### config.mk
export PLATFORM = sky130hd
export DESIGN_NAME = fws_poll_ctrl
export DESIGN_NICKNAME = d
export VERILOG_FILES = /design/src/fws_pkg.sv /design/src/fws_bus_cycle.sv /design/src/fws_poll_ctrl.sv
export SDC_FILE = /design/constraint.sdc
export NUM_CORES = 1
export LEC_CHECK = 0
export CAP_MARGIN = 20
export CORE_MARGIN = 2
export CORE_UTILIZATION = 32
export DETAILED_ROUTE_END_ITERATION = 8
export DONT_BUFFER_PORTS = 1
export PLACE_DENSITY_LB_ADDON = 0.3
export SLEW_MARGIN = 40
export SYNTH_ARGS = -nofsm -noshare
export SYNTH_HDL_FRONTEND = slang
export SYNTH_HIERARCHICAL = 1
export SYNTH_SLANG_ARGS = --single-unit
export TNS_END_PERCENT = 10
### constraint.sdc
create_clock -name clk_in -period 2.9 [get_ports clk_in]
set_input_delay 0.58 -clock clk_in [delete_from_list [all_inputs] [get_ports clk_in]]
set_output_delay 0.58 -clock clk_in [all_outputs]
set_load 0.05 [all_outputs]
### src/fws_pkg.sv
// Package of constants, states and timings for the flash status polling controller
// Notes on behaviour
// - Host reads program status at the address being programmed.
// - Host polls sector erase inside an erased sector, chip erase at unprotected address.
// - Polling bit may settle before lower bits; host does a further read for data.
// - Host reads twice and compares toggle bit; unchanged means done.
// - Still toggling: check timeout flag, recheck toggle, on failure issue reset.
// - After leaving to do other work the host restarts from the first read pair.
// - On timeout flag set, host reads polling bit once more before declaring failure.
// - Reset command F0 to any address returns device to read mode after timeout.
package fws_pkg;
    localparam int ADDR_W = 21;
    localparam int DATA_W = 8;
    localparam logic [DATA_W-1:0] RESET_CMD = 8'hF0;
    localparam int POLL_BIT = 7;
    localparam int TOGGLE_BIT = 6;
    localparam int TIMEOUT_BIT = 5;
    localparam int SECTOR_TOGGLE_BIT = 2;
    // Bus cycle timing in ns, turned into clock counts at 200 MHz
    localparam int CLK_PERIOD_NS = 5;
    localparam int READ_ACCESS_NS = 90;
    localparam int WRITE_PULSE_NS = 35;
    localparam int RECOVERY_NS = 30;
    localparam int READ_CYC = (READ_ACCESS_NS + CLK_PERIOD_NS - 1) / CLK_PERIOD_NS;
    localparam int WRITE_CYC = (WRITE_PULSE_NS + CLK_PERIOD_NS - 1) / CLK_PERIOD_NS;
    localparam int RECOV_CYC = (RECOVERY_NS + CLK_PERIOD_NS - 1) / CLK_PERIOD_NS;
    localparam int CNT_W = 5;
    typedef enum logic [1:0] {
        FWS_CYC_IDLE,
        FWS_CYC_ACTIVE,
        FWS_CYC_RECOVER
    } fws_cyc_t;
    typedef enum logic [2:0] {
        FWS_ST_IDLE,
        FWS_ST_READ_A,
        FWS_ST_READ_B,
        FWS_ST_RECHECK,
        FWS_ST_DATA,
        FWS_ST_RESET,
        FWS_ST_DONE
    } fws_state_t;
    typedef enum logic [1:0] {
        FWS_RES_OK,
        FWS_RES_FAIL,
        FWS_RES_ABORT
    } fws_result_t;
endpackage

### src/fws_bus_cycle.sv
// One asynchronous flash bus cycle, read or write, timed in clock counts
`timescale 1ns/1ps
module fws_bus_cycle (
    input wire logic clk_in, // System clock
    input wire logic reset_in, // Synchronous reset, active high
    input wire logic start_in, // Pulse: begin a cycle
    input wire logic write_in, // High for write, low for read
    input wire logic [fws_pkg::ADDR_W-1:0] addr_in, // Cycle address
    input wire logic [fws_pkg::DATA_W-1:0] wdata_in, // Write data
    input wire logic [fws_pkg::DATA_W-1:0] dq_in, // Data pins from flash
    output logic busy_out, // Cycle in progress
    output logic done_out, // Pulse: cycle finished
    output logic [fws_pkg::DATA_W-1:0] rdata_out, // Captured read data
    output logic [fws_pkg::ADDR_W-1:0] addr_out, // Address pins
    output logic [fws_pkg::DATA_W-1:0] dq_out, // Data pins to flash
    output logic dq_oe_out, // High while driving data pins
    output logic chip_sel_n_out, // Chip select, active low
    output logic write_n_out, // Write strobe, active low
    output logic out_en_n_out // Output strobe, active low
);
    fws_pkg::fws_cyc_t cyc_q;
    logic [fws_pkg::CNT_W-1:0] cnt_q;
    logic wr_q;

    ////////////////////////////////////////////////////////////////////////
    always_ff @(posedge clk_in) begin
        if (reset_in) begin
            cyc_q <= fws_pkg::FWS_CYC_IDLE;
            cnt_q <= '0;
            wr_q <= 1'b0;
        end else begin
            unique case (cyc_q)
                fws_pkg::FWS_CYC_IDLE: begin
                    if (start_in) begin
                        cyc_q <= fws_pkg::FWS_CYC_ACTIVE;
                        wr_q <= write_in;
                        cnt_q <= write_in ? fws_pkg::CNT_W'(fws_pkg::WRITE_CYC - 1)
                                          : fws_pkg::CNT_W'(fws_pkg::READ_CYC - 1);
                    end
                end
                fws_pkg::FWS_CYC_ACTIVE: begin
                    if (cnt_q == '0) begin
                        cyc_q <= fws_pkg::FWS_CYC_RECOVER;
                        cnt_q <= fws_pkg::CNT_W'(fws_pkg::RECOV_CYC - 1);
                    end else begin
                        cnt_q <= cnt_q - 1'b1;
                    end
                end
                fws_pkg::FWS_CYC_RECOVER: begin
                    if (cnt_q == '0) begin
                        cyc_q <= fws_pkg::FWS_CYC_IDLE;
                    end else begin
                        cnt_q <= cnt_q - 1'b1;
                    end
                end
            endcase
        end
    end

    always_ff @(posedge clk_in) begin
        if (reset_in) begin
            addr_out <= '0;
            dq_out <= '0;
        end else if (cyc_q == fws_pkg::FWS_CYC_IDLE && start_in) begin
            addr_out <= addr_in;
            dq_out <= wdata_in;
        end
    end

    // Sample at the end of the access time, before strobes rise
    always_ff @(posedge clk_in) begin
        if (reset_in) begin
            rdata_out <= '0;
        end else if (cyc_q == fws_pkg::FWS_CYC_ACTIVE && cnt_q == '0 && !wr_q) begin
            rdata_out <= dq_in;
        end
    end

    ////////////////////////////////////////////////////////////////////////
    assign busy_out = (cyc_q != fws_pkg::FWS_CYC_IDLE);
    assign done_out = (cyc_q == fws_pkg::FWS_CYC_RECOVER) && (cnt_q == '0);
    // Each read is framed by its own chip select pulse so the toggle bits advance
    assign chip_sel_n_out = (cyc_q != fws_pkg::FWS_CYC_ACTIVE);
    assign write_n_out = !((cyc_q == fws_pkg::FWS_CYC_ACTIVE) && wr_q);
    assign out_en_n_out = !((cyc_q == fws_pkg::FWS_CYC_ACTIVE) && !wr_q);
    assign dq_oe_out = (cyc_q != fws_pkg::FWS_CYC_IDLE) && wr_q;
endmodule

### src/fws_poll_ctrl.sv
// Host-side controller that polls flash status after a program or erase
`timescale 1ns/1ps
module fws_poll_ctrl (
    input wire logic clk_in, // System clock
    input wire logic reset_in, // Synchronous reset, active high
    input wire logic start_in, // Pulse: begin status check
    input wire logic [fws_pkg::ADDR_W-1:0] status_addr_in, // Valid status address
    input wire logic use_polling_in, // High: polling bit method, low: toggle method
    input wire logic [fws_pkg::DATA_W-1:0] expect_data_in, // Data written, for polling method
    input wire logic abort_in, // Held high: leave polling for other work, taken once no bus cycle is running
    input wire logic [fws_pkg::DATA_W-1:0] dq_in, // Data pins from flash
    input wire logic ready_busy_in, // Ready/busy pin level, low is busy
    output logic busy_out, // Check in progress
    output logic done_out, // Pulse: result valid
    output logic [1:0] result_out, // Result code, held until the next done pulse
    output logic [fws_pkg::DATA_W-1:0] data_out, // Final array data on success
    output logic dev_busy_out, // Flash reports busy on its pin
    output logic [fws_pkg::ADDR_W-1:0] addr_out, // Address pins
    output logic [fws_pkg::DATA_W-1:0] dq_out, // Data pins to flash
    output logic dq_oe_out, // High while driving data pins
    output logic chip_sel_n_out, // Chip select, active low
    output logic write_n_out, // Write strobe, active low
    output logic out_en_n_out // Output strobe, active low
);
    fws_pkg::fws_state_t st_q;
    logic [fws_pkg::ADDR_W-1:0] addr_q;
    logic [fws_pkg::DATA_W-1:0] exp_q;
    logic [fws_pkg::DATA_W-1:0] first_q;
    logic poll_q;
    logic timeout_seen_q;
    logic cyc_start;
    logic cyc_write;
    logic cyc_busy;
    logic cyc_done;
    logic issued_q;
    logic [fws_pkg::DATA_W-1:0] rdata;
    logic toggled;
    logic poll_ok;
    logic timeout_hit;

    fws_bus_cycle u_cycle (
        .clk_in(clk_in),
        .reset_in(reset_in),
        .start_in(cyc_start),
        .write_in(cyc_write),
        .addr_in(addr_q),
        .wdata_in(fws_pkg::RESET_CMD),
        .dq_in(dq_in),
        .busy_out(cyc_busy),
        .done_out(cyc_done),
        .rdata_out(rdata),
        .addr_out(addr_out),
        .dq_out(dq_out),
        .dq_oe_out(dq_oe_out),
        .chip_sel_n_out(chip_sel_n_out),
        .write_n_out(write_n_out),
        .out_en_n_out(out_en_n_out)
    );

    ////////////////////////////////////////////////////////////////////////
    // One bus cycle at a time; FWS_ST_READ_A and FWS_ST_READ_B relaunch after each cyc_done; issued_q stops a second launch before cyc_done
    // An abort taken in a launch cycle must not leave an orphan read on the bus
    assign cyc_start = (st_q != fws_pkg::FWS_ST_IDLE) && (st_q != fws_pkg::FWS_ST_DONE)
                       && !issued_q && !cyc_busy && !abort_in;
    assign cyc_write = (st_q == fws_pkg::FWS_ST_RESET);
    assign toggled = (rdata[fws_pkg::TOGGLE_BIT] != first_q[fws_pkg::TOGGLE_BIT]);
    assign poll_ok = (rdata[fws_pkg::POLL_BIT] == exp_q[fws_pkg::POLL_BIT]);
    assign timeout_hit = rdata[fws_pkg::TIMEOUT_BIT];
    assign busy_out = (st_q != fws_pkg::FWS_ST_IDLE) && (st_q != fws_pkg::FWS_ST_DONE);
    assign dev_busy_out = !ready_busy_in;

    always_ff @(posedge clk_in) begin
        if (reset_in) begin
            issued_q <= 1'b0;
        end else if (cyc_done || abort_in) begin
            issued_q <= 1'b0;
        end else if (cyc_start) begin
            issued_q <= 1'b1;
        end
    end

    always_ff @(posedge clk_in) begin
        if (reset_in) begin
            addr_q <= '0;
            exp_q <= '0;
            poll_q <= 1'b0;
        end else if (start_in && !busy_out) begin
            addr_q <= status_addr_in;
            exp_q <= expect_data_in;
            poll_q <= use_polling_in;
        end
    end

    always_ff @(posedge clk_in) begin
        if (reset_in) begin
            first_q <= '0;
        end else if (cyc_done && !cyc_write) begin
            first_q <= rdata;
        end
    end

    ////////////////////////////////////////////////////////////////////////
    always_ff @(posedge clk_in) begin
        if (reset_in) begin
            st_q <= fws_pkg::FWS_ST_IDLE;
            timeout_seen_q <= 1'b0;
            result_out <= 2'h0;
            data_out <= '0;
            done_out <= 1'b0;
        end else begin
            done_out <= 1'b0;
            if (abort_in && busy_out && !cyc_busy) begin
                // Leaving mid-check: a later start runs from the first read pair
                st_q <= fws_pkg::FWS_ST_DONE;
                result_out <= 2'(fws_pkg::FWS_RES_ABORT);
                done_out <= 1'b1;
            end else begin
                unique case (st_q)
                    fws_pkg::FWS_ST_IDLE, fws_pkg::FWS_ST_DONE: begin
                        if (start_in) begin
                            st_q <= fws_pkg::FWS_ST_READ_A;
                            timeout_seen_q <= 1'b0;
                        end
                    end
                    fws_pkg::FWS_ST_READ_A: begin
                        if (cyc_done) begin
                            if (poll_q && poll_ok) begin
                                st_q <= fws_pkg::FWS_ST_DATA;
                            end else if (poll_q && timeout_hit) begin
                                st_q <= fws_pkg::FWS_ST_RECHECK;
                            end else if (!poll_q) begin
                                st_q <= fws_pkg::FWS_ST_READ_B;
                            end
                        end
                    end
                    fws_pkg::FWS_ST_READ_B: begin
                        if (cyc_done) begin
                            if (!toggled) begin
                                st_q <= fws_pkg::FWS_ST_DATA;
                            end else if (timeout_seen_q) begin
                                st_q <= fws_pkg::FWS_ST_RESET;
                            end else if (timeout_hit) begin
                                timeout_seen_q <= 1'b1;
                            end
                        end
                    end
                    fws_pkg::FWS_ST_RECHECK: begin
                        if (cyc_done) begin
                            st_q <= poll_ok ? fws_pkg::FWS_ST_DATA : fws_pkg::FWS_ST_RESET;
                        end
                    end
                    fws_pkg::FWS_ST_DATA: begin
                        // Fresh read: lower bits may lag the status bit near completion
                        if (cyc_done) begin
                            data_out <= rdata;
                            result_out <= 2'(fws_pkg::FWS_RES_OK);
                            done_out <= 1'b1;
                            st_q <= fws_pkg::FWS_ST_DONE;
                        end
                    end
                    fws_pkg::FWS_ST_RESET: begin
                        if (cyc_done) begin
                            result_out <= 2'(fws_pkg::FWS_RES_FAIL);
                            done_out <= 1'b1;
                            st_q <= fws_pkg::FWS_ST_DONE;
                        end
                    end
                    default: begin
                        st_q <= fws_pkg::FWS_ST_IDLE;
                    end
                endcase
            end
        end
    end
endmodule

# After elaboration in Yosys (flattened, before gate mapping)
# Cells that the tools add are included.
word_totals:
  register_bits: 91
  inputBits: 43
  word_cells: 138
op_classes:
  addsub: 1
  eq_ne: 35
  muxes: 35
  n_bitwise: 1
  n_reduce_logical: 48
ops:
  columns: ["op", "count"]
  rows:
  - ["3-bit 2-to-1 mux", 11]
  - ["3-bit != test, second input constant", 7]
  - ["5-bit 2-to-1 mux", 4]
  - ["1-bit logical AND", 17]
  - ["2-bit != test, second input constant", 8]
  - ["3-bit one-hot mux with 5 select lines", 1]
  - ["5-bit one-hot mux with 3 select lines", 1]
  - ["7-bit AND reduction", 2]
  - ["2-bit 2-to-1 mux", 6]
  - ["3-bit AND reduction", 4]
  - ["2-bit by 1-bit != test with 1-bit output, second input constant", 5]
  - ["3-bit == test, second input constant", 3]
  - ["1-bit logical NOT", 9]
  - ["1-bit 2-to-1 mux", 9]
  - ["4-bit != test, second input constant", 2]
  - ["2-bit OR reduction", 4]
  - ["3-bit by 2-bit == test with 1-bit output, second input constant", 2]
  - ["3-bit by 1-bit != test with 1-bit output, second input constant", 2]
  - ["2-bit one-hot mux with 3 select lines", 1]
  - ["2-bit nonzero test", 3]
  - ["3-bit nonzero test", 2]
  - ["5-bit logical NOT", 1]
  - ["5-bit != test, second input constant", 1]
  - ["5-bit AND reduction", 1]
  - ["other kinds (13)", 14]

# Longest topological paths before layout
# Gate-level depths: netlist of the first run.
logic_depth:
  ltp_word: 7
  depth_mapped: 8

# Modules after synthesis
# The synthesis of the first run kept the hierarchy.
by_module_without_submodules:
  columns: ["module", "instances", "cells_each", "area_each_um2"]
  rows:
  - ["fws_bus_cycle", 1, 220, 1785.5]
  - ["fws_poll_ctrl", 1, 207, 1666.6]

# Worst setup path after synthesis of the first run
# No wires, ideal clock.
synth_path:
  path_kind: "reg-to-reg"
  startpoint: "register u_cycle/cnt_q[0] in the netlist's numbering"
  endpoint: "register st_q[2]"
  setup_time_ps: 74
  arrival_time_ps: 2448
  t_required_ps: 2826
  setup_slack_ps: 377
  path_stages_with_launch: 9
  synth_period_minus_slack_ps: 2523
  path_cell_list: "dfxtp_1 > inv_1 > ha_1 > nor4b_1 > and2_1 > a211oi_1 > or4_4 > or3_1 > a31oi_1"
synth_via:
  elab_chain_cells: 4
  word_cells_on_any_way: 7
  classes_between: "4 x eq/ne; 3 x reduce/logical"
synth_lines:
  columns: ["item", "line", "source"]
  rows:
  - ["start, declared", "fws_bus_cycle.sv:22", "logic [fws_pkg::CNT_W-1:0] cnt_q;"]
  - ["start signal, assigned", "fws_bus_cycle.sv:37", "cnt_q <= write_in ? fws_pkg::CNT_W'(fws_pkg::WRITE_CYC - 1)"]
  - ["start signal, assigned", "fws_bus_cycle.sv:44", "cnt_q <= fws_pkg::CNT_W'(fws_pkg::RECOV_CYC - 1);"]
  - ["start signal, assigned", "fws_bus_cycle.sv:46", "cnt_q <= cnt_q - 1'b1;"]
  - ["5-bit logical NOT (*)", "fws_bus_cycle.sv:81", "assign done_out = (cyc_q == fws_pkg::FWS_CYC_RECOVER) && (cnt_q == '0);"]
  - ["1-bit logical AND (*)", "fws_bus_cycle.sv:81", null]
  - ["named net cyc_done", "fws_poll_ctrl.sv:34", "logic cyc_done;"]
  - ["3-bit != test (no source line) / 3-bit by 1-bit != test with 1-bit output (equally long branches)", null, null]
  - ["7-bit AND reduction (no source line) (*)", null, null]
  - ["end signal, assigned", "fws_poll_ctrl.sv:105", "st_q <= fws_pkg::FWS_ST_IDLE;"]
  - ["end signal, assigned", "fws_poll_ctrl.sv:114", "st_q <= fws_pkg::FWS_ST_DONE;"]
  - ["end signal, assigned", "fws_poll_ctrl.sv:121", "st_q <= fws_pkg::FWS_ST_READ_A;"]
  - ["end, declared", "fws_poll_ctrl.sv:25", "fws_pkg::fws_state_t st_q;"]
# The timed path passes the listed nets; every way through them passes the cells marked *.
# A chain may end at the register's enable or synchronous reset.

# Worst setup path in the final report of the first run
layout_path:
  startpoint: "register st_q[2]"
  endpoint: "register u_cycle/cnt_q[1] in the netlist's numbering"
layout_via:
  elab_chain_cells: 7
  word_cells_on_any_way: 12
  classes_between: "3 x eq/ne; 3 x mux; 6 x reduce/logical"
layout_lines:
  columns: ["item", "line", "source"]
  rows:
  - ["3-bit != test / 3-bit nonzero test (equally long branches)", "fws_poll_ctrl.sv:63", "assign cyc_start = (st_q != fws_pkg::FWS_ST_IDLE) && (st_q != fws_pkg::FWS_ST_DONE)"]
  - ["1-bit logical AND (*)", "fws_poll_ctrl.sv:63", null]
  - ["1-bit logical AND (*) (3 in series)", "fws_poll_ctrl.sv:64", "&& !issued_q && !cyc_busy && !abort_in;"]
  - ["named net cyc_start", "fws_poll_ctrl.sv:31", "logic cyc_start;"]
  - ["2-bit by 1-bit != test with 1-bit output (no source line) (*)", null, null]
  - ["2-bit AND reduction (no source line) (*)", null, null]
  - ["end signal, assigned", "fws_bus_cycle.sv:44", null]
  - ["end signal, assigned", "fws_bus_cycle.sv:46", null]
  - ["end signal, assigned", "fws_bus_cycle.sv:53", "cnt_q <= cnt_q - 1'b1;"]
# The timed path passes the listed nets; every way through them passes the cells marked *. The select of a mux whose other input is x is not followed.

==> results of run 1 <==
path summary, 6_finish.rpt:
kind	startpoint	to	slack, ps
setup / recovery	st_q[2]$_SDFFE_PP0P_	u_cycle/cnt_q[1]$_SDFFE_PP0P_	430
hold reg to reg	addr_q[7]$_SDFFE_PP0P_	u_cycle/addr_out[7]$_SDFFE_PP0P_	450
setup reg to reg	st_q[2]$_SDFFE_PP0P_	u_cycle/cnt_q[1]$_SDFFE_PP0P_	430
hold / removal	reset_in	data_out[3]$_SDFFE_PP0P_	290
cells in the mapped netlist (2+ instances only):
cell type / instances
a211oi_1: 3
a21oi_1: 65
a31oi_1: 3
and2_1: 3
buf_6: 2
clkbuf_1: 20
conb_1: 2
dfxtp_1: 85
ha_1: 4
inv_1: 10
mux2i_1: 17
nand2_1: 123
nand2b_1: 4
nand3_1: 2
nor2_1: 28
nor2b_1: 6
nor3_1: 7
nor3b_1: 2
nor4_1: 3
o21ai_0: 12
or3_1: 4
xnor2_1: 3
power groups by stage:
stage	logic [mW]	clock network [mW]	registers, mW
floorplan	1.07	0	1.65
global placement	1.24	0	1.71
detailed placement	1.27	0	1.72
CTS	1.27	0.890	1.69
global route	1.43	0.937	1.72
finish	1.26	0.853	1.69
through the flow:
step | worst slack [ps] | hold WS (ps) | area, µm²
floorplan | 377 | 432 | 3470
finish | 431 | 287 | 3790
global placement | 513 | 432 | 3590
CTS | 479 | 262 | 3790
detailed placement | 511 | 437 | 3590
global route | 256 | 258 | 3790
final cells by class:
| type | count | area (µm²) |
|---|---|---|
| clock inverters | 4 | 47.5 |
| inverters | 10 | 37.5 |
| well taps | 136 | 170 |
| repair buffers | 8 | 60.1 |
| multi-input cells | 313 | 1620 |
| fillers | 1091 | 6630 |
| clock buffers | 11 | 151 |
| flip-flops and latches | 85 | 1700 |
sequential cells by signal, summed over array words and instances, names as in the netlist, 2 cells and up:
signal and cells:
st_q 3, u_cycle/addr_out 21, addr_q 21, u_cycle/cnt_q 5
u_cycle/dq_out 8, data_out 8, u_cycle/cyc_q 2, u_cycle/rdata_out 8
result_out 2
worst register-to-register path: stages (launching register included):
cell and delay [ps]:
dfxtp_1 610, xor2_2 190, nor2_1 100, nor4_1 490, nor2b_1 220, a21oi_1 410
nor2_1 80, nor4_1 270
cell families after synthesis:
family | Yosys count
AO/OA/AOI/OAI | 88
XOR/XNOR | 4
adder cells (fa/ha/maj) | 4
buffers and inverters | 35
flip-flops | 85
multiplexers | 17
other | 2
AND/OR/NAND/NOR | 192
per-layer routing:
layer / routed length (µm) / track usage / vias to the layer above
met5: 0 / 0 / -
li1: - / - / 1398
met3: 432 / 0.0496 / 7
met4: 90 / 0.0495 / 0
met1: 3800 / 0.177 / 1301
met2: 3800 / 0.234 / 63
==> results.md, run 1 <==
Timing:
- The final count of pins violating max slew was 0.
- The post-route setup TNS is 0 ps.
- The final-report setup violation count is 0.
- The maximum clock frequency is 0.405 GHz.
- The maximum clock skew at final layout is 6.37 ps.
- Setup repair after global routing left no endpoint under its margin.
- The total count of hold-check failures in the final report was 0.
- The remaining max-slew budget at the tightest pin is 0.583.
- The time the worst path needs with I/O delays and setup is 2470 ps.
- The slew at the pin closest to its max-slew limit is 620 ps.
- The share of the clock period used by the worst path after layout is 0.851.

Setup path:
- The gate family responsible for the most delay along the worst path is simple AND/OR/NAND/NOR gates.
- The slowest cell on the critical path is dfxtp_1.
- Measured in cells, the most critical reg-to-reg path has a length of 7.
- STA puts the critical path data arrival time at 2730 ps.
- The critical path goes through xor2_2, nor2_1, nor4_1, nor2b_1, a21oi_1, nor2_1, nor4_1.
- The critical path is of the register to register type.
- Along the worst path, the maximum fanout reaches 14.
- The required time at the endpoint of the critical path is 3160 ps.
- Counting both buffers and inverters, the worst setup path holds a total of 0.
- The critical path launch point type is a register.
- The critical path endpoint category is a register.
- In this design, the stage delay of the slowest critical-path cell is 610 ps.
- The total stage count of the critical path is 7.

Floorplan:
- The die outline height is 108 µm.
- The floorplan step defined a die boundary enclosing 0.0116 mm².
- The die is 108 µm wide.
- The floorplan has 37 rows.
- The number of top-level design ports is 89.
- The total area inside the core boundary comes to 0.0104 mm².
- For this configuration, the core starts out at a cell density of 0.331.

Logic synthesis:
- Synthesis handed over a netlist of 427 instances.
- The number of different library cells in the post-synthesis netlist is 41.
- The area share of the largest cell type after synthesis is 0.493.
- A synthesized cell averages 8.08 µm².
- In this run, synthesis inferred 0 flip-flops with an integrated enable.
- The fraction of the mapped netlist area in adder cells is 0.0145.
- The synthesized-area fraction occupied by and/or/nand/nor cells is 0.249.
- After synthesis, the share of cell area in mux cells is 0.0493.
- After synthesis, the share of flip-flops with an asynchronous set or reset is 0.
- The cell area after synthesis is 0.00345 mm².
- Of the synthesized area, sequential elements account for 0.493.
- After synthesis, the largest family of logic cells by area is simple AND/OR/NAND/NOR gates.
- The most used flip-flop cell after synthesis is dfxtp_1.
- After synthesis, the cell types taking the most area are dfxtp_1, nand2_1, a21oi_1, mux2i_1, nor2_1.
- The synthesis-stage register bit count is 85.
- The synthesized design spends more area on one cell type than any other, namely dfxtp_1.
- The complex-gate fraction of the synthesized area is 0.136.
- The count of synthesis-stage warnings from yosys is 6.
- The parity-gate share of the synthesized area counting xor and xnor cells is 0.0123.

Min path:
- The worst min-delay path class is input pin to register.
- Counting instances, the worst hold path has a depth of 1.

Placement:
- The half-perimeter wire length after detailed placement is 5330 µm.
- In this run the tool buffered the top-level ports with 0 buffer cells.
- After detailed placement, the design holds a cell count of 552.
- Routability-driven placement finished with a final weighted congestion of 0.784.

Status:
- The flow ran to the end, and the final reports show no timing, DRC or antenna violations.

Cells and area:
- In the final layout, the share of cells above drive strength 1 is 0.0719.
- The final standard cell utilization of the core is 0.364.
- The count of placed standard cells in the final layout, fillers left out is 567.
- The number of antenna repair diodes is 0.
- In the layout the commonest cells are nand2_1, dfxtp_1, a21oi_1, nor2_1, mux2i_1.
- Leaving out fill and tap cells, the most frequent cell in the layout is nand2_1.
- The area growth from synthesis to layout is 9.82%.
- The net total in the final layout is 474.

GRT:
- The number of antenna violations at the first check in global routing came to 0.
- The via count of the first global-routing pass was 2,674.
- For this run, the total global-route usage over all layers was measured as 0.144.
- The first-pass GRT wire length is 12,900 µm.
- The maximum number of pins on one net before global-route repair is 85.
- The residual overflow from global routing is 0.

Pwr:
- The power density relative to cell area is 1000 mW/mm².
- The static leakage power is 1.38 nW.
- The power share of the clock group is 0.224.
- The internal power of the cells is 2.24 mW.
- The highest ir drop seen on vdd is 0.000292 V.
- Of the total power, registers draw 0.444.
- The total power consumption of the routed design is 3.80 mW.
- The net switching power figure is 1.56 mW.
- Of the total power, combinational logic draws 0.332.
- Of the total power, the share spent switching nets is 0.411.

Detailed routing:
- The residual antenna-violating net count after detailed routing is 0.
- The routed layout has 2,769 vias.
- For this run, design rule violations remaining after detail routing come to 0.
- The first routing iteration left 177 violations.
- The number of vias per cell is 4.88.
- The routed length per instance is 14.3 µm.
- The detailed-router iteration count before antenna repair is 4.
- Wires add up to 8120 µm.

Clock tree:
- The clock-pin slew of the registers on the worst-case setup and hold paths is 80 ps.
- Clock latency on the worst-skew pair, taken at its later pin, is 350 ps.
- After clock tree synthesis, the setup repair step added 0 buffers.
- The number of buffers inserted during clock tree synthesis is 9.
- The buffer depth of the longest clock path is 2.
- The total number of H-tree levels is 3.
- The master cell of the clock root buffer is clkbuf_8.
- TritonCTS built the clock tree.
- The quantity of hold-fixing buffers added after cts is 0.
- The clock sink count is 85.
- The count of instances resized after the clock tree is built is 0.

Run:
- The number of maximum-capacitance constraint violations is 0.
Note: power is estimated with default switching activity, not from simulation.
==> run 2, diff against run 1 <==
ABC_AREA = 1   (was not set)
==> run 2 against run 1 <==
  * Setup slack improved by 250 ps
  * Synthesized area rose by 4.1%
  * Sequential power increased by 41%
  * Sequential cell count stayed put
  * Register-to-register slack gained 270 ps
  * Synthesized cell count increased by 19%
  * Final cell count is 16% higher
  * Critical endpoint is now out_en_n_out
  * Largest cell class unchanged
==> results.md, run 2 <==
Setup path:
- The largest fanout of any net on the critical path came to 10 (was 14).
- The largest stage delay on the critical path came to 610 ps (about the same).
- The required time at the endpoint of the critical path came to 2320 ps (was 3160 ps).
- The startpoint of the lowest-slack register-to-register path is u_cycle/cnt_q[0]$_SDFFE_PP0P_ (was st_q[2]$_SDFFE_PP0P_).
- The depth of the worst register-to-register path is 10 (was 7).
- The source of the critical timing path is u_cycle/cyc_q[1]$_SDFFE_PP0P_ (was st_q[2]$_SDFFE_PP0P_).
- The slowest cell on the critical path is nand2_1 (was dfxtp_1).
- The timing endpoint of the critical path is out_en_n_out (was u_cycle/cnt_q[1]$_SDFFE_PP0P_).
- The critical path endpoint category is an output port (was register).
- The critical path launch point type is a register (unchanged).
- The worst path arrival time is 1640 ps (was 2730 ps).
- The reg-to-reg endpoint is data_out[5]$_SDFFE_PP0P_ (was u_cycle/cnt_q[1]$_SDFFE_PP0P_).
- Ordered cell list for the critical path: inv_1, ha_1, nand2_1 (was xor2_2, nor2_1, nor4_1, nor2b_1, a21oi_1, nor2_1, nor4_1).
- The worst reg-to-reg setup slack was 700 ps (was 430 ps).
- The classification of the worst setup path is register to output port (was register to register).

GRT:
- The residual overflow from global routing is 0 (unchanged).
- The number of antenna violations at the first check in global routing is 0 (unchanged).
- The first-pass GRT wire length came to 13,500 µm (was 12,900 µm).
- The maximum number of pins on one net before global-route repair is 38 (was 85).
- The via count of the first global-routing pass was 2,838 (was 2,674).
- The global routing usage summed across all routing layers is 0.146 (was 0.144).

Floorplan:
- The die outline height came to 110 µm (was 108 µm).
- The starting utilization of the core area came to 0.330 (was 0.331).
- The die outline area came to 0.0121 mm² (was 0.0116 mm²).
- The number of top-level design ports is 89 (unchanged).
- The number of rows in the core area is 38 (was 37).
- The die outline width was 110 µm (was 108 µm).
- The core footprint was 0.0109 mm² (was 0.0104 mm²).

Clock tree:
- The total number of H-tree levels is 3 (unchanged).
- The count of instances resized after the clock tree is built is 0 (unchanged).
- The quantity of hold-fixing buffers added after cts is 0 (unchanged).
- The master cell of the clock root buffer is clkbuf_8 (unchanged).
- The number of buffers inserted during clock tree synthesis came to 9 (unchanged).
- The clock-pin slew of the registers on the worst-case setup and hold paths was 90 ps (was 80 ps).
- The buffer depth of the longest clock path is 2 (unchanged).
- The latest clock arrival within the worst-skew pair is 350 ps (about the same).
- The clock tree from TritonCTS is built (unchanged).
- The clock sink count is 85 (unchanged).
- The post-CTS setup-driven buffer insertion count came to 0 (unchanged).

Timing:
- The post-route setup TNS is 0 ps (unchanged).
- Setup repair after global routing missed its margin: false (unchanged).
- The time the worst path needs with I/O delays and setup is 2220 ps (was 2470 ps).
- The slew at the pin closest to its max-slew limit is 788 ps (was 620 ps).
- The maximum clock skew at final layout is 7.47 ps (was 6.37 ps).
- The total count of hold-check failures in the final report is 0 (unchanged).
- The share of the clock period used by the worst path after layout is 0.766 (was 0.851).
- The maximum clock frequency came to 0.450 GHz (was 0.405 GHz).
- The remaining max-slew budget at the tightest pin is 0.474 (was 0.583).
- The final count of pins violating max slew is 0 (unchanged).
- The final-report setup violation count is 0 (unchanged).

Detailed routing:
- The number of DRC violations after detailed routing came to 0 (unchanged).
- The routed length per instance came to 12.6 µm (was 14.3 µm).
- The aggregate routed wire length is 8260 µm (was 8120 µm).
- The via total after detailed routing was 3,038 (was 2,769).
- The detailed-router iteration count before antenna repair came to 5 (was 4).
- The iteration-0 DRC count of the detailed router is 258 (was 177).
- The residual antenna-violating net count after detailed routing is 0 (unchanged).
- The number of vias per cell was 4.64 (was 4.88).

Pwr:
- The power density relative to cell area came to 1220 mW/mm² (was 1000 mW/mm²).
- The static leakage power is 1.71 nW (was 1.38 nW).
- The highest ir drop seen on vdd was 0.000435 V (was 0.000292 V).

Logic synthesis:
- The number of different library cells in the post-synthesis netlist is 27 (was 41).
- The count of synthesis-stage warnings from yosys came to 6 (unchanged).
- Most frequent cells after synthesis: nor2_1, dfxtp_1, o21ai_0, nand2_1, inv_1 (was nand2_1, dfxtp_1, a21oi_1, nor2_1, clkbuf_1).
- The number of synthesized flops with an enable pin is 0 (unchanged).
- The number of standard cells after synthesis is 508 (was 427).
- The most used flip-flop cell after synthesis is dfxtp_1 (unchanged).
- The cell area after synthesis is 0.00359 mm² (was 0.00345 mm²).
- The average instance area after synthesis was 7.08 µm² (was 8.08 µm²).
- The cell accounting for the most synthesized area is dfxtp_1 (unchanged).
- The fraction of the yosys area taken by sequential cells is 0.473 (was 0.493).
- The most numerous cell in the Yosys netlist is nor2_1 (was nand2_1).
- Top cells by area, synth: dfxtp_1, nor2_1, o21ai_0, nand2_1, inv_1 (was dfxtp_1, nand2_1, a21oi_1, mux2i_1, nor2_1).
- The synthesis-stage register bit count came to 85 (unchanged).
- The area share of the largest cell type after synthesis is 0.473 (was 0.493).
- The fraction of registers with async set/reset was 0 (unchanged).

Cells and area:
- The count of placed standard cells in the final layout, fillers left out was 655 (was 567).
- The number of antenna repair diodes is 0 (unchanged).
- Highest-count cells in the layout ignoring fill and taps: nor2_1, dfxtp_1, o21ai_0, nand2_1, inv_1 (was nand2_1, dfxtp_1, a21oi_1, nor2_1, mux2i_1).
- The most common library cell in the layout ignoring fill and taps is nor2_1 (was nand2_1).
- Largest registers: addr_q (21), u_cycle/addr_out (21) (unchanged).
- The share of final-layout standard cells stronger than drive strength 1 came to 0.0738 (was 0.0719).
- The area added between synthesis and finish was 9.15% (was 9.82%).
- The net total in the final layout is 557 (was 474).

Placement:
- The total instance count after detailed placement is 639 (was 552).
- The placer's final routability congestion estimate came to 0.821 (was 0.784).
- The count of input and output buffers is 0 (unchanged).
- The half-perimeter wire length after detailed placement is 5720 µm (was 5330 µm).

Status:
- Status: finished clean (unchanged).

Min path:
- The worst min-delay path class is input pin to register (unchanged).

Run:
- The number of maximum-capacitance constraint violations is 0 (unchanged).
==> run 2: critical path: cells and delay by family (launching register included) <==
kind	cells	cell delay, ps
buffers and inverters	1	70
adder cells (fa/ha/maj)	1	240
AND/OR/NAND/NOR	1	610
flip-flops	1	360
==> run 2: how the worst min path moves through the flow <==
stage / from / to / depth (start not counted)
floorplan: issued_q$_SDFFE_PP0P_ / issued_q$_SDFFE_PP0P_ / 2
global placement: issued_q$_SDFFE_PP0P_ / issued_q$_SDFFE_PP0P_ / 2
detailed placement: issued_q$_SDFFE_PP0P_ / issued_q$_SDFFE_PP0P_ / 2
CTS: reset_in / result_out[1]$_SDFFE_PP0P_ / 1
global route: reset_in / u_cycle/cyc_q[0]$_SDFFE_PP0P_ / 1
finish: reset_in / result_out[1]$_SDFFE_PP0P_ / 1
==> run 2: cell families (layout without fill, tap and decap cells) <==
kind of cell             count (synthesis)  count (layout)  share of synthesized area
AO/OA/AOI/OAI                           88              88                      0.123
XOR/XNOR                                 1               1                    0.00244
adder cells (fa/ha/maj)                  4               4                     0.0139
buffers and inverters                   63              64                     0.0741
flip-flops                              85              85                      0.473
other                                    2               8                    0.00209
AND/OR/NAND/NOR                        265             265                      0.311
==> run 2: metal layers <==
metal  up-vias  track usage  part of all wire  routed length, µm
li1       1600            -                 -                  -
met1      1360        0.176              0.46               3790
met2        70        0.245              0.47               3860
met3         8       0.0364             0.062                510
met4         0       0.0642             0.013                104
met5         -            0                 0                  0
==> run 2: metrics by stage <==
step | total power, mW | cell area [µm²] | util | hold slack [ps] | setup slack [ps]
4_1_cts | 4.83 | 3920 | 0.360 | 256 | 647
6_report | 4.77 | 3920 | 0.360 | 284 | 680
5_1_grt | 5.18 | 3920 | 0.360 | 250 | 458
3_5_place_dp | 3.98 | 3730 | 0.342 | 451 | 746
3_3_place_gp | 3.94 | 3720 | 0.342 | 440 | 793
2_1_floorplan | 3.67 | 3620 | - | 432 | 1060
==> run 2: cell type report <==
cell class,count,area [µm²]
inverter,43,163
fill,1165,6960
clock buffer,9,124
multi-input combinational,366,1650
clock inverter,7,73.8
tap,140,175
sequential,85,1700
timing repair buffer,5,37.5
==> run 2: power breakdown <==
group / switching (mW) / internal (mW) / total [mW]
clock network: 0.438 / 0.403 / 0.841
registers: 0.857 / 1.54 / 2.39
logic: 1.06 / 0.484 / 1.54
==> run 3, diff against run 2 <==
clock period = 1.95 ns   (was 2.9 ns; I/O delays follow)
==> run 3 against run 2 <==
  * Sequential power increased by 49%
  * Non-clock buffer count increased by 8
  * Power increased by 57%
  * Wire length decreased by 0.67%
  * Combinational power increased by 56%
  * Register-to-register slack got worse by 490 ps
  * First-iteration DRC count decreased by 25%
  * Utilization increased by 1.2 points
  * Final area increased by 3.4%
  * Clock skew increased by 3.9 ps
  * Global-route usage decreased by 0.17 points
  * Sequential share of layout area decreased by 1.4 points
  * Highest routed layer unchanged
==> results.md, run 3 (same netlist as run 2, synthesis figures left out) <==
Status:
- Status: finished clean (unchanged).

Timing:
- The time the worst path needs with I/O delays and setup is 1820 ps.
- The post-route setup TNS is 0 ps (unchanged).
- The maximum clock skew at final layout was 11.4 ps (was 7.47 ps).
- Timing would allow up to 0.548 GHz.
- The worst-case hold slack is 90.2 ps (was 284 ps).
- Dividing the final minimum period by the clock period gives 0.936.
- The final count of pins violating max slew is 0 (unchanged).
- The final-report setup violation count came to 0 (unchanged).
- The remaining max-slew budget at the tightest pin was 0.601 (was 0.474).
- The total count of hold-check failures in the final report is 0 (unchanged).
- The slew at the pin closest to its max-slew limit came to 594 ps (was 788 ps).
- Setup repair after global routing missed its margin: false (unchanged).
- The final worst-path setup slack is 125 ps (was 680 ps).

Floorplan:
- The die outline width is 110 µm (unchanged).
- The die outline area is 0.0121 mm² (unchanged).
- The core footprint was 0.0109 mm² (unchanged).
- The die outline height is 110 µm (unchanged).
- The number of rows in the core area is 38 (unchanged).
- The starting utilization of the core area is 0.330 (unchanged).
- The number of top-level design ports is 89 (unchanged).

Pwr:
- The internal power of the cells was 4.00 mW (was 2.42 mW).
- The net switching power figure is 3.49 mW (was 2.35 mW).
- The part of the power in registers came to 0.476 (was 0.501).
- The highest ir drop seen on vdd is 0.000615 V (was 0.000435 V).
- The power share of the clock group came to 0.204 (was 0.176).
- The power density relative to cell area is 1850 mW/mm² (was 1220 mW/mm²).
- The total power consumption of the routed design is 7.49 mW (was 4.77 mW).
- The combinational fraction of design power is 0.320 (was 0.323).
- The static leakage power is 1.78 nW (was 1.71 nW).
- The switching part of the total is 0.466 (was 0.493).

Detailed routing:
- The via total after detailed routing is 3,075 (was 3,038).
- The number of DRC violations after detailed routing was 0 (unchanged).
- The iteration-0 DRC count of the detailed router is 193 (was 258).
- The residual antenna-violating net count after detailed routing is 0 (unchanged).
- The routed length per instance is 12.4 µm (was 12.6 µm).
- The detailed-router iteration count before antenna repair is 4 (was 5).
- The aggregate routed wire length was 8210 µm (was 8260 µm).
- The number of vias per cell is 4.64 (about the same).

Setup path:
- The gate family responsible for the most delay along the worst path is simple AND/OR/NAND/NOR gates (unchanged).
- The worst path arrival time is 1430 ps (was 1640 ps).
- The depth of the worst register-to-register path was 10 (unchanged).
- The startpoint of the lowest-slack register-to-register path is u_cycle/cyc_q[0]$_SDFFE_PP0P_ (was u_cycle/cnt_q[0]$_SDFFE_PP0P_).
- The critical path endpoint category is an output port (unchanged).
- The classification of the worst setup path was register to output port (unchanged).
- The sum of buffers and inverters on the critical path is 1 (unchanged).
- The critical path launch point type is a register (unchanged).
- The required time at the endpoint of the critical path was 1560 ps (was 2320 ps).
- Ordered cell list for the critical path: inv_1, ha_1, nand2_1 (unchanged).
- The slowest cell on the critical path is nand2_1 (unchanged).
- The largest stage delay on the critical path is 400 ps (was 610 ps).
- The source of the critical timing path is u_cycle/cyc_q[1]$_SDFFE_PP0P_ (unchanged).
- The total stage count of the critical path is 3 (unchanged).
- The largest fanout of any net on the critical path is 5 (was 10).

Placement:
- The count of input and output buffers is 0 (unchanged).
- The total instance count after detailed placement came to 647 (was 639).
- The half-perimeter wire length after detailed placement is 5860 µm (was 5720 µm).
- The placer's final routability congestion estimate was 0.822 (was 0.821).
- The worst setup slack before clock tree synthesis is 144 ps (was 746 ps).
- The total placed instance area was 0.00380 mm² (was 0.00373 mm²).

Cells and area:
- The most common library cell in the layout ignoring fill and taps is nor2_1 (unchanged).
- The area added between synthesis and finish is 12.9% (was 9.15%).
- The net total in the final layout is 565 (was 557).
- The count of placed standard cells in the final layout, fillers left out is 663 (was 655).
- The fill cell instance count of the final layout is 1,158 (was 1,165).
- The share of final-layout standard cells stronger than drive strength 1 came to 0.0899 (was 0.0738).
- Highest-count cells in the layout ignoring fill and taps: nor2_1, dfxtp_1, o21ai_0, nand2_1, inv_1 (unchanged).
- Largest registers: addr_q (21), u_cycle/addr_out (21) (unchanged).
- The final standard cell utilization of the core is 0.373 (was 0.360).
- The area of all placed cells without fillers came to 0.00406 mm² (was 0.00392 mm²).
- The number of antenna repair diodes is 0 (unchanged).

Min path:
- The cell depth of the worst min-delay path was 1 (unchanged).
- The hold path startpoint is reset_in (unchanged).
- The worst min-delay path class is input pin to register (unchanged).

Clock tree:
- The number of buffers inserted during clock tree synthesis was 9 (unchanged).
- The latest clock arrival within the worst-skew pair is 360 ps (was 350 ps).
- The clock-pin slew of the registers on the worst-case setup and hold paths is 80 ps (was 90 ps).
- The clock sink count is 85 (unchanged).
- The buffer depth of the longest clock path is 2 (unchanged).
- The post-CTS setup-driven buffer insertion count came to 0 (unchanged).
- The clock tree from TritonCTS is built (unchanged).
- The master cell of the clock root buffer is clkbuf_8 (unchanged).
- The total number of H-tree levels is 3 (unchanged).

GRT:
- The first-pass GRT wire length is 13,300 µm (was 13,500 µm).
- The via count of the first global-routing pass is 2,831 (was 2,838).
- The global routing usage summed across all routing layers is 0.144 (was 0.146).
- The number of antenna violations at the first check in global routing is 0 (unchanged).
- The residual overflow from global routing is 0 (unchanged).
- The maximum number of pins on one net before global-route repair is 44 (was 38).

Run:
- The number of maximum-capacitance constraint violations is 0 (unchanged).
## run 3: cell types whose count changed in the layout (fill, tap and decap cells not counted), moves of 2 or more
cell / delta
buf_4: +6
bufinv_16: +2
clkinv_2: -3
dfxtp_1: -2
dfxtp_2: +2
inv_6: -2
## run 3: power by group through the flow
stage	combinational (mW)	clock (mW)	sequential (mW)
floorplan	1.94	0	3.51
global placement	2.37	0	3.59
detailed placement	2.42	0	3.61
CTS	2.43	1.58	3.57
global route	2.79	1.65	3.65
finish	2.40	1.53	3.57
## run 3: layout make-up
type | instances | area (µm²) | share of cell area
clock buffer | 11 | 141 | 0.0348
clock inverter | 5 | 108 | 0.0265
inverter | 43 | 161 | 0.0398
multi-input combinational | 366 | 1650 | 0.408
sequential | 85 | 1700 | 0.420
tap | 140 | 175 | 0.0432
timing repair buffer | 13 | 114 | 0.0281
## run 3: path summary, 6_finish.rpt
check / slack (ps) / endpoint
max reg2reg: 210 / u_cycle/addr_out[2]$_SDFFE_PP0P_
max: 130 / write_n_out
min: 90 / result_out[1]$_SDFFE_PP0P_
min reg2reg: 460 / issued_q$_SDFFE_PP0P_
## run 3: what timing repair did
item | 4_1_cts | 5_1_grt
setup endpoints to repair | 0 | 31
resized for setup | 0 | 5
hold buffers | 0 | 0
## run 3: layer usage
metal / wire, µm / vias up / track usage
met5: 0 / - / 0
met4: 150 / 0 / 0.0669
met3: 546 / 15 / 0.0476
met2: 3850 / 70 / 0.234
met1: 3660 / 1374 / 0.172
li1: - / 1616 / -
